$ cat src/srac_pkg.sv
// Purpose : Constants, decode functions and the small register store module
// Assumes : Command words arrive on the same clock as the decoder
// Notes   : Store index is the low six bits of a register's read code
package srac_pkg;
  // ---------------------------------------------------------------------------
  // Command codes
  // ---------------------------------------------------------------------------
  localparam logic [7:0] CMD_OVERRIDE = 8'h80;
  localparam logic [7:0] RD_PRE_BASE  = 8'hc0;
  localparam logic [7:0] RD_MAIN_BASE = 8'hd0;
  localparam logic [7:0] CNT3_CODE    = 8'he5;
  localparam logic [7:0] WR_GEN_OFS   = 8'h70;
  localparam logic [7:0] WR_MAIN_OFS  = 8'h40;
  localparam logic [7:0] WR_PRE_OFS   = 8'h10;
  localparam logic [1:0] RK_NONE      = 2'h0;
  localparam logic [1:0] RK_STORE     = 2'h1;
  localparam logic [1:0] RK_EXT       = 2'h2;
  localparam int         RD_LATENCY   = 3;
  localparam int         STORE_DEPTH  = 64;

  typedef enum logic [2:0] {
    ST_IDLE, ST_WR_LO, ST_WR_HI, ST_RD_ADDR, ST_RD_DATA, ST_RD_LO, ST_RD_HI
  } srac_state_type;

  // ---------------------------------------------------------------------------
  // Write code to target read code, bit 8 marks a defined code
  // ---------------------------------------------------------------------------
  function automatic logic [8:0] srac_wr_map(input logic [7:0] c);
    logic [8:0] r;
    r = 9'h000;
    if (c == CMD_OVERRIDE) begin
      r = {1'b1, RD_MAIN_BASE};
    end else if ((c >= 8'h87 && c <= 8'h8a) || (c >= 8'h8c && c <= 8'h8f)) begin
      r = {1'b1, 8'(c + WR_GEN_OFS)};
    end else if ((c >= 8'h90 && c <= 8'ha1) || (c >= 8'ha3 && c <= 8'ha5) ||
                 (c >= 8'ha7 && c <= 8'ha9) || (c >= 8'hab && c <= 8'hae)) begin
      r = {1'b1, 8'(c + WR_MAIN_OFS)};
    end else if (c >= 8'hb0 && c <= 8'hbe) begin
      r = {1'b1, 8'(c + WR_PRE_OFS)};
    end
    return r;
  endfunction

  // ---------------------------------------------------------------------------
  // Read code kind: stored here, held outside, or undefined
  // ---------------------------------------------------------------------------
  function automatic logic [1:0] srac_rd_kind(input logic [7:0] c);
    logic [1:0] k;
    k = RK_STORE;
    if (c < RD_PRE_BASE || c == 8'he2 || c == 8'he6 || c == 8'hea || c == 8'hf0) begin
      k = RK_NONE;
    end else if (c == 8'hcf || (c >= 8'hed && c <= 8'hef) || c == 8'hf1 ||
                 (c >= 8'hf4 && c <= 8'hf6) || c == 8'hfb) begin
      k = RK_EXT;
    end
    return k;
  endfunction

  // ---------------------------------------------------------------------------
  // Effective bit mask of a register by read code
  // ---------------------------------------------------------------------------
  function automatic logic [31:0] srac_mask(input logic [7:0] c);
    logic [5:0] w;
    w = 6'd28;
    case (c)
      8'hd5: w = 6'd11;
      8'hc3, 8'hc4, 8'hc9, 8'hca, 8'hd3, 8'hd4, 8'hd9, 8'hda, 8'he5: w = 6'd16;
      8'hc1, 8'hc2, 8'hd1, 8'hd2, 8'hdb, 8'hec, 8'hef, 8'hf3: w = 6'd17;
      8'hf2: w = 6'd23;
      8'hc6, 8'hcf, 8'hd6, 8'hf6: w = 6'd24;
      8'hf5: w = 6'd27;
      8'hdd: w = 6'd29;
      8'hc7, 8'hcc, 8'hd7, 8'hde, 8'hfb, 8'hfc: w = 6'd31;
      8'hc5, 8'hdc, 8'hdf, 8'he0, 8'he1, 8'hf1, 8'hf7, 8'hf8, 8'hf9, 8'hfa, 8'hff: w = 6'd32;
      default: w = 6'd28;
    endcase
    if (w == 6'd32) begin
      return 32'hffffffff;
    end
    return 32'((64'h1 << w) - 64'h1);
  endfunction
endpackage

`timescale 1ns/100ps
`default_nettype none
// -----------------------------------------------------------------------------
// Register and pre-register store
// -----------------------------------------------------------------------------
module srac_reg_store (
  input  wire logic        sys_clk_i,
  input  wire logic        rst_n_i,
  input  wire logic        we_i,
  input  wire logic [5:0]  waddr_i,
  input  wire logic [31:0] wdata_i,
  input  wire logic [5:0]  raddr_i,
  output logic      [31:0] rdata_o
);
  logic [31:0] mem [srac_pkg::STORE_DEPTH];

  always_ff @(posedge sys_clk_i) begin
    if (!rst_n_i) begin
      for (int i = 0; i < srac_pkg::STORE_DEPTH; i++) begin
        mem[i] <= 32'h00000000;
      end
      rdata_o <= 32'h00000000;
    end else begin
      if (we_i) begin
        mem[waddr_i] <= wdata_i;
      end
      rdata_o <= mem[raddr_i];
    end
  end
endmodule
`default_nettype wire

$ cat src/srac_cmd_decoder.sv
// Purpose : Serial command word decoder for register writes and reads
// Assumes : Words come from link logic on sys_clk_i, one per valid cycle
// Notes   : Summary of operation below
// Summary of operation
// - Write command is code, low half, high half; answered by a bare response.
// - Code 80h overrides the positioning amount, flagged apart from 90h.
// - Codes 90h to 9Bh write the twelve motion registers in order.
// - Codes 9Ch to A1h write environment settings one to six.
// - A3h-A5h counters, A7h-A9h comparators, ACh event interrupt enable.
// - ADh and AEh write error and event interrupt status.
// - 87h-8Ah general registers, 8Fh and ABh sync controls.
// - 8Ch, 8Dh, 8Eh write step count, second axis amount and centre.
// - B0h to BEh write pre-registers, BBh stages comparator three.
// - Read is one word; C0h-CEh pre-registers, D0h-FFh main registers.
// - Codes E9h to FFh read the listed compare, status and monitor registers.
// - Read answer echoes code, then low half, then high half.
`timescale 1ns/100ps
`default_nettype none
module srac_cmd_decoder (
  input  wire logic        sys_clk_i,
  input  wire logic        rst_n_i,
  input  wire logic        word_valid_i,
  input  wire logic [15:0] word_i,
  output logic             word_ready_o,
  output logic             wr_en_o,
  output logic      [7:0]  wr_addr_o,
  output logic      [31:0] wr_data_o,
  output logic             wr_pre_o,
  output logic             wr_override_o,
  output logic             resp_done_o,
  output logic             resp_valid_o,
  output logic      [15:0] resp_word_o,
  output logic             resp_last_o,
  output logic      [7:0]  ext_rd_code_o,
  input  wire logic [31:0] ext_rd_data_i
);
  // ---------------------------------------------------------------------------
  // State
  // ---------------------------------------------------------------------------
  srac_pkg::srac_state_type state;
  srac_pkg::srac_state_type next_state;
  logic [7:0]  cmd;
  logic [7:0]  next_cmd;
  logic [7:0]  tgt;
  logic [7:0]  next_tgt;
  logic [15:0] lo;
  logic [15:0] next_lo;
  logic [31:0] rd_data;
  logic [31:0] next_rd_data;
  logic        next_word_ready;
  logic        next_wr_en;
  logic [7:0]  next_wr_addr;
  logic [31:0] next_wr_data;
  logic        next_wr_pre;
  logic        next_wr_override;
  logic        next_resp_done;
  logic        next_resp_valid;
  logic [15:0] next_resp_word;
  logic        next_resp_last;
  logic [31:0] store_rdata;
  logic        take;
  logic [8:0]  wmap;
  logic [31:0] raw;

  assign take = word_valid_i && word_ready_o;
  assign wmap = srac_pkg::srac_wr_map(word_i[7:0]);
  assign raw  = (srac_pkg::srac_rd_kind(cmd) == srac_pkg::RK_EXT) ? ext_rd_data_i : store_rdata;

  srac_reg_store u_store (
    .sys_clk_i (sys_clk_i),
    .rst_n_i   (rst_n_i),
    .we_i      (wr_en_o),
    .waddr_i   (wr_addr_o[5:0]),
    .wdata_i   (wr_data_o),
    .raddr_i   (cmd[5:0]),
    .rdata_o   (store_rdata)
  );

  // ---------------------------------------------------------------------------
  // Next state and outputs
  // ---------------------------------------------------------------------------
  always_comb begin
    next_state       = state;
    next_cmd         = cmd;
    next_tgt         = tgt;
    next_lo          = lo;
    next_rd_data     = rd_data;
    next_wr_en       = 1'b0;
    next_wr_addr     = wr_addr_o;
    next_wr_data     = wr_data_o;
    next_wr_pre      = wr_pre_o;
    next_wr_override = wr_override_o;
    next_resp_done   = 1'b0;
    next_resp_valid  = 1'b0;
    next_resp_word   = 16'h0000;
    next_resp_last   = 1'b0;
    case (state)
      srac_pkg::ST_IDLE: begin
        if (take && word_i[15:8] == 8'h00) begin
          if (wmap[8]) begin
            next_cmd   = word_i[7:0];
            next_tgt   = wmap[7:0];
            next_state = srac_pkg::ST_WR_LO;
          end else if (srac_pkg::srac_rd_kind(word_i[7:0]) != srac_pkg::RK_NONE) begin
            next_cmd   = word_i[7:0];
            next_state = srac_pkg::ST_RD_ADDR;
          end
          // Anything else is dropped without effect
        end
      end
      srac_pkg::ST_WR_LO: begin
        if (take) begin
          next_lo    = word_i;
          next_state = srac_pkg::ST_WR_HI;
        end
      end
      srac_pkg::ST_WR_HI: begin
        if (take) begin
          next_wr_en       = 1'b1;
          next_wr_addr     = tgt;
          next_wr_data     = {word_i, lo} & srac_pkg::srac_mask(tgt);
          next_wr_pre      = tgt < srac_pkg::RD_MAIN_BASE;
          next_wr_override = cmd == srac_pkg::CMD_OVERRIDE;
          next_resp_done   = 1'b1;
          next_state       = srac_pkg::ST_IDLE;
        end
      end
      srac_pkg::ST_RD_ADDR: begin
        next_state = srac_pkg::ST_RD_DATA;
      end
      srac_pkg::ST_RD_DATA: begin
        if (cmd == srac_pkg::CNT3_CODE) begin
          next_rd_data = {{16{raw[15]}}, raw[15:0]};
        end else begin
          next_rd_data = raw & srac_pkg::srac_mask(cmd);
        end
        next_resp_valid = 1'b1;
        next_resp_word  = {8'h00, cmd};
        next_state      = srac_pkg::ST_RD_LO;
      end
      srac_pkg::ST_RD_LO: begin
        next_resp_valid = 1'b1;
        next_resp_word  = rd_data[15:0];
        next_state      = srac_pkg::ST_RD_HI;
      end
      srac_pkg::ST_RD_HI: begin
        next_resp_valid = 1'b1;
        next_resp_word  = rd_data[31:16];
        next_resp_last  = 1'b1;
        next_state      = srac_pkg::ST_IDLE;
      end
      default: begin
        next_state = srac_pkg::ST_IDLE;
      end
    endcase
    next_word_ready = next_state == srac_pkg::ST_IDLE || next_state == srac_pkg::ST_WR_LO ||
                      next_state == srac_pkg::ST_WR_HI;
  end

  always_ff @(posedge sys_clk_i) begin
    if (!rst_n_i) begin
      state         <= srac_pkg::ST_IDLE;
      cmd           <= 8'h00;
      tgt           <= 8'h00;
      lo            <= 16'h0000;
      rd_data       <= 32'h00000000;
      word_ready_o  <= 1'b0;
      wr_en_o       <= 1'b0;
      wr_addr_o     <= 8'h00;
      wr_data_o     <= 32'h00000000;
      wr_pre_o      <= 1'b0;
      wr_override_o <= 1'b0;
      resp_done_o   <= 1'b0;
      resp_valid_o  <= 1'b0;
      resp_word_o   <= 16'h0000;
      resp_last_o   <= 1'b0;
      ext_rd_code_o <= 8'h00;
    end else begin
      state         <= next_state;
      cmd           <= next_cmd;
      tgt           <= next_tgt;
      lo            <= next_lo;
      rd_data       <= next_rd_data;
      word_ready_o  <= next_word_ready;
      wr_en_o       <= next_wr_en;
      wr_addr_o     <= next_wr_addr;
      wr_data_o     <= next_wr_data;
      wr_pre_o      <= next_wr_pre;
      wr_override_o <= next_wr_override;
      resp_done_o   <= next_resp_done;
      resp_valid_o  <= next_resp_valid;
      resp_word_o   <= next_resp_word;
      resp_last_o   <= next_resp_last;
      ext_rd_code_o <= next_cmd;
    end
  end

  // ---------------------------------------------------------------------------
  // Checks
  // ---------------------------------------------------------------------------
  a_write_bare_resp: assert property (
    @(posedge sys_clk_i) disable iff (!rst_n_i)
    wr_en_o |-> resp_done_o && !resp_valid_o && $past(state) == srac_pkg::ST_WR_HI)
    else $error("write without bare response");
  a_override_target: assert property (
    @(posedge sys_clk_i) disable iff (!rst_n_i)
    wr_override_o && wr_en_o |-> wr_addr_o == 8'hd0 && cmd == 8'h80)
    else $error("override went to wrong register");
  a_main_map: assert property (
    @(posedge sys_clk_i) disable iff (!rst_n_i)
    wr_en_o && cmd >= 8'h90 && cmd <= 8'h9b |-> wr_addr_o == 8'(cmd + 8'h40) && !wr_pre_o)
    else $error("motion register write misrouted");
  a_env_map: assert property (
    @(posedge sys_clk_i) disable iff (!rst_n_i)
    wr_en_o && cmd >= 8'h9c && cmd <= 8'ha1 |-> wr_addr_o >= 8'hdc && wr_addr_o <= 8'he1)
    else $error("environment write misrouted");
  a_pre_map: assert property (
    @(posedge sys_clk_i) disable iff (!rst_n_i)
    wr_en_o && cmd >= 8'hb0 |-> wr_pre_o && wr_addr_o == 8'(cmd + 8'h10))
    else $error("pre-register write misrouted");
  a_gen_map: assert property (
    @(posedge sys_clk_i) disable iff (!rst_n_i)
    wr_en_o && cmd >= 8'h87 && cmd <= 8'h8f |-> wr_addr_o == 8'(cmd + 8'h70))
    else $error("general or sync write misrouted");
  a_read_frame: assert property (
    @(posedge sys_clk_i) disable iff (!rst_n_i)
    take && state == srac_pkg::ST_IDLE && word_i[15:6] == 10'h003 &&
    srac_pkg::srac_rd_kind(word_i[7:0]) != srac_pkg::RK_NONE
    |-> ##3 resp_valid_o && resp_word_o == $past(word_i, 3) ##1 resp_valid_o
        ##1 resp_valid_o && resp_last_o)
    else $error("read answer frame wrong");
  a_sign_extend: assert property (
    @(posedge sys_clk_i) disable iff (!rst_n_i)
    resp_last_o && cmd == 8'he5 |-> resp_word_o == {16{rd_data[15]}})
    else $error("counter three not sign extended");
  a_narrow_zero: assert property (
    @(posedge sys_clk_i) disable iff (!rst_n_i)
    wr_en_o |-> (wr_data_o & ~srac_pkg::srac_mask(wr_addr_o)) == 32'h00000000)
    else $error("bits above register width set");
  a_undef_ignored: assert property (
    @(posedge sys_clk_i) disable iff (!rst_n_i)
    take && state == srac_pkg::ST_IDLE && word_i == 16'h00a2 |=> state == srac_pkg::ST_IDLE
    ##1 !wr_en_o)
    else $error("undefined code acted on");
  a_busy_reads: assert property (
    @(posedge sys_clk_i) disable iff (!rst_n_i)
    state == srac_pkg::ST_RD_ADDR |-> !word_ready_o [*3])
    else $error("words accepted while answering");
endmodule
`default_nettype wire

$ cat config.mk
export PLATFORM = sky130hd
export DESIGN_NAME = srac_cmd_decoder
export DESIGN_NICKNAME = d
export VERILOG_FILES = /design/src/srac_pkg.sv /design/src/srac_cmd_decoder.sv
export SDC_FILE = /design/constraint.sdc
export NUM_CORES = 2
export LEC_CHECK = 0
export ABC_AREA = 1
export BUFFER_PORTS_ARGS = -buffer_cell sky130_fd_sc_hd__buf_2
export CAP_MARGIN = 20
export CORE_MARGIN = 5
export CORE_UTILIZATION = 43
export DETAILED_ROUTE_END_ITERATION = 8
export PLACE_DENSITY_LB_ADDON = 0.1
export SYNTH_ARGS = -nofsm -noshare
export SYNTH_HDL_FRONTEND = slang
export SYNTH_SLANG_ARGS = --single-unit
$ cat constraint.sdc
create_clock -name sys_clk_i -period 2.9 [get_ports sys_clk_i]
set_input_delay 0.435 -clock sys_clk_i [delete_from_list [all_inputs] [get_ports sys_clk_i]]
set_output_delay 0.435 -clock sys_clk_i [all_outputs]
set_load 0.02 [all_outputs]
==> qor.txt <==
Fin Setup TNS = 0 ns
Fin. max-slew vios = 0
R2r endpoint = u_store.rdata_o[31]$_SDFF_PN0_
Total wire length = 355000 µm
Largest net degree at the start of global routing = 106
Fmax = 348 MHz
Total track usage = 30.9%
DIE HEIGHT = 474 µm
CP top delay family = compound AO/OA/AOI/OAI gates
Avg Vias per Cell = 6.04
Post-Syn Instances = 8046
Worst r2r path cells = 11
DRC viols = 0
Outcome = finished clean
Reg2reg start = cmd[0]$_SDFFE_PN0P_
PwrDens = 617 nW/µm²
Area grow syn2layout = 17.6%
Clk buf depth = 3
Most frequent cells in the layout = nor2_1 (2206), edfxtp_1 (2048), a22oi_1 (1023)
Minimum clock period = 2.88 ns
Synthesized area per cell = 11.5 µm²
Initial antenna violation count = 18
Worst Path Arrival = 3.69 ns
Post-Place Cells = 10900
Critical Path End = u_store.rdata_o[31]$_SDFF_PN0_
Placer Congestion = 0.920
Die footprint = 225000 µm²
Syn. warnings = 0
Clock sinks = 2209
DRT Pass-1 Iters = 6
Layout cell share with drive strength beyond 1 = 14.8%
Post-Syn Area = 92700 µm²
Die W = 474 µm
Final antenna-violating net count = 0
Tightest Pin Transition = 1.23 ns
Via count = 69100
Root buffer cell = clkbuf_16
H-tree Lvls = 4
Cell Rows = 170
Vias in the first global route = 66300
Worst setup path start = cmd[0]$_SDFFE_PN0P_
Worst R2R Setup Slack = 0.02 ns
Initial Util = 43.2%
Crit path cell chain = nor2_4, buf_4, buf_12, buf_4, a22oi_1, a21oi_1, nor3_2, buf_4, nor2_1, a21oi_1, a31oi_1
Final period util = 99.2%
Crit Path Class = register to register
Worst vdd ir = 0.722 mV
CP endpoint kind = register
# Max-Cap Violations = 0
Slew headroom = 18.1%
CTS tree = done
Buffers & Inverters on Critical Path = 4
CP peak stage delay = 0.55 ns
Core Footprint = 215000 µm²
Post-synth EDFFs = 2048
DRT iter0 DRCs = 9329
I/O pin count = 122
Final hold violation count = 0
First-pass GRT wire length = 499000 µm
Most common cell after layout, fill and taps aside = nor2_1
CTS clk-pin slew, worst paths = 0.06 ns
RSZ-0062 raised after global routing = false
WP data required = 3.71 ns
Hold_ws = 0.0677 ns
Most common flop cell mapped by yosys = edfxtp_1
CP max FO = 15
WP depth = 11
#FFs+latches synth = 2209
Layout Skew = 0.0631 ns
Layout Nets = 8464
# setup viols final = 0
Netlist cell types = 56
Post-DP HPWL = 225000 µm
Async SR Flop Fraction = 0%
Hold Path Class = primary input to register
LEAKAGE = 37.1 nW
Startpoint Class = register
GR Overflow Total = 0
CP max stage cell = a21oi_1
CTS Buf Count = 233
Sequential-to-total area share from yosys stat = 69.8%
PortBufs = 121
Post-Layout Cell Count = 11500
Clock Latency Late Sink = 0.89 ns
Wire per inst = 31.0 µm
Most common cell on crit path = buf_4
stage by stage:
| step | area, µm² | setup WS (ns) | utilization, % | power [mW] |
|---|---|---|---|---|
| floorplan | 92700 | 0.0726 | - | 37.5 |
| global placement | 101000 | -0.777 | 46.9 | 38.5 |
| detailed placement | 101000 | -0.516 | 47.0 | 38.6 |
| CTS | 109000 | -0.144 | 50.7 | 67.6 |
| global route | 109000 | 0.0114 | 50.8 | 69.1 |
| finish | 109000 | 0.0242 | 50.8 | 67.3 |
worst register-to-register path, cell delays in order, from the launching register on:
cell     delay [ns]
dfxtp_2        0.35
nor2_4         0.51
buf_4          0.25
buf_12         0.14
buf_4          0.16
a22oi_1        0.08
a21oi_1        0.55
nor3_2         0.21
buf_4          0.20
nor2_1         0.09
a21oi_1        0.07
a31oi_1        0.19
Yosys cell counts, types with 2 or more instances:
| library cell | instances | share of area, % |
|---|---|---|
| ha_1 | 8 | 0.11 |
| o221ai_1 | 2 | 0.019 |
| buf_6 | 3 | 0.036 |
| a211oi_1 | 2 | 0.016 |
| or2_2 | 29 | 0.20 |
| o211ai_1 | 29 | 0.23 |
| clkbuf_1 | 515 | 2.1 |
| o31ai_1 | 46 | 0.37 |
| nor4_2 | 2 | 0.027 |
| nor2_1 | 2214 | 9.0 |
| o31a_1 | 17 | 0.16 |
| nand3_1 | 59 | 0.32 |
| a211o_1 | 26 | 0.25 |
| nand4_1 | 29 | 0.20 |
| inv_2 | 43 | 0.17 |
| a22oi_1 | 1027 | 8.3 |
| a41oi_1 | 5 | 0.047 |
| nor2_4 | 2 | 0.024 |
| a31oi_1 | 28 | 0.19 |
| dfxtp_1 | 161 | 3.5 |
| buf_1 | 26 | 0.11 |
| inv_1 | 99 | 0.40 |
| a21oi_2 | 2 | 0.019 |
| a22o_1 | 2 | 0.019 |
| o21ai_1 | 6 | 0.032 |
| nand2_1 | 772 | 3.1 |
| nor3_4 | 2 | 0.035 |
| nor3_1 | 29 | 0.16 |
| nor2_2 | 4 | 0.027 |
| nor4_1 | 27 | 0.18 |
| clkinv_1 | 6 | 0.024 |
| a21oi_1 | 445 | 2.4 |
| or2_0 | 8 | 0.054 |
| o21a_1 | 2 | 0.016 |
| buf_4 | 15 | 0.12 |
| nor3_2 | 2 | 0.022 |
| buf_2 | 172 | 0.93 |
| nand2_2 | 6 | 0.040 |
| edfxtp_1 | 2048 | 66 |
| o22ai_1 | 3 | 0.020 |
| o21ai_0 | 108 | 0.58 |
final cells by class:
class / count / area (µm²)
fill: 18900 / 106000
sequential: 2209 / 64700
multi-input combinational: 4960 / 24700
timing repair buffer: 853 / 8060
clock buffer: 297 / 6230
tap: 2838 / 3550
clock inverter: 136 / 1140
inverter: 148 / 626
antenna: 9 / 22.5
flip-flops by register name, summed over array words and instances, names as in the netlist, 3 cells and up:
register         count
u_store.mem       2048
tgt                  8
cmd                  8
wr_data_o           32
wr_addr_o            8
lo                  16
u_store.rdata_o     32
rd_data             32
resp_word_o         16
state                3
kinds of logic after synthesis:
family	after synthesis	synth area share [%]
AND/OR/NAND/NOR	3191	13.4
flip-flops	2209	69.8
AO/OA/AOI/OAI	1755	12.7
buffers and inverters	880	3.88
adder cells (fa/ha/maj)	8	0.108
XOR/XNOR	2	0.0189
other	1	0.00404
per-layer routing:
| layer | GRT usage, % | wire (µm) | vias up |
|---|---|---|---|
| met4 | 14.9 | 19700 | 12 |
| li1 | - | - | 29600 |
| met3 | 6.56 | 35600 | 641 |
| met5 | 0 | 69 | - |
| met2 | 46.6 | 158000 | 3745 |
| met1 | 42.8 | 141000 | 35100 |
worst min path at each step:
stage	cells after the start	startpoint	endpoint	slack, ns
floorplan	2	lo[2]$_SDFFE_PN0P_	wr_data_o[2]$_SDFFE_PN0P_	0.44
global placement	2	lo[3]$_SDFFE_PN0P_	wr_data_o[3]$_SDFFE_PN0P_	0.45
detailed placement	2	rd_data[14]$_SDFFE_PN0N_	resp_word_o[14]$_SDFF_PN0_	0.45
CTS	4	ext_rd_data_i[2]	rd_data[2]$_SDFFE_PN0N_	0.02
global route	4	ext_rd_data_i[2]	rd_data[2]$_SDFFE_PN0N_	0.08
finish	4	ext_rd_data_i[2]	rd_data[2]$_SDFFE_PN0N_	0.07
power breakdown:
part / total [mW] / switching (mW) / internal (mW)
Combinational: 1.92 / 1.32 / 0.595
Sequential: 36.1 / 0.349 / 35.7
Clock: 29.3 / 12.8 / 16.5
Total: 67.3 / 14.5 / 52.8
what timing repair did:
item | CTS | global route
hold buffers | 47 | 0
setup endpoints to repair | 25 | 38
gates resized for setup | 24 | 40
endpoints found under the hold margin | 65 | 0
gates cloned | 1 | 2
setup buffers | 7 | 3
pin swaps | 2 | 4
No activity file was read; power rests on OpenSTA's default activity.
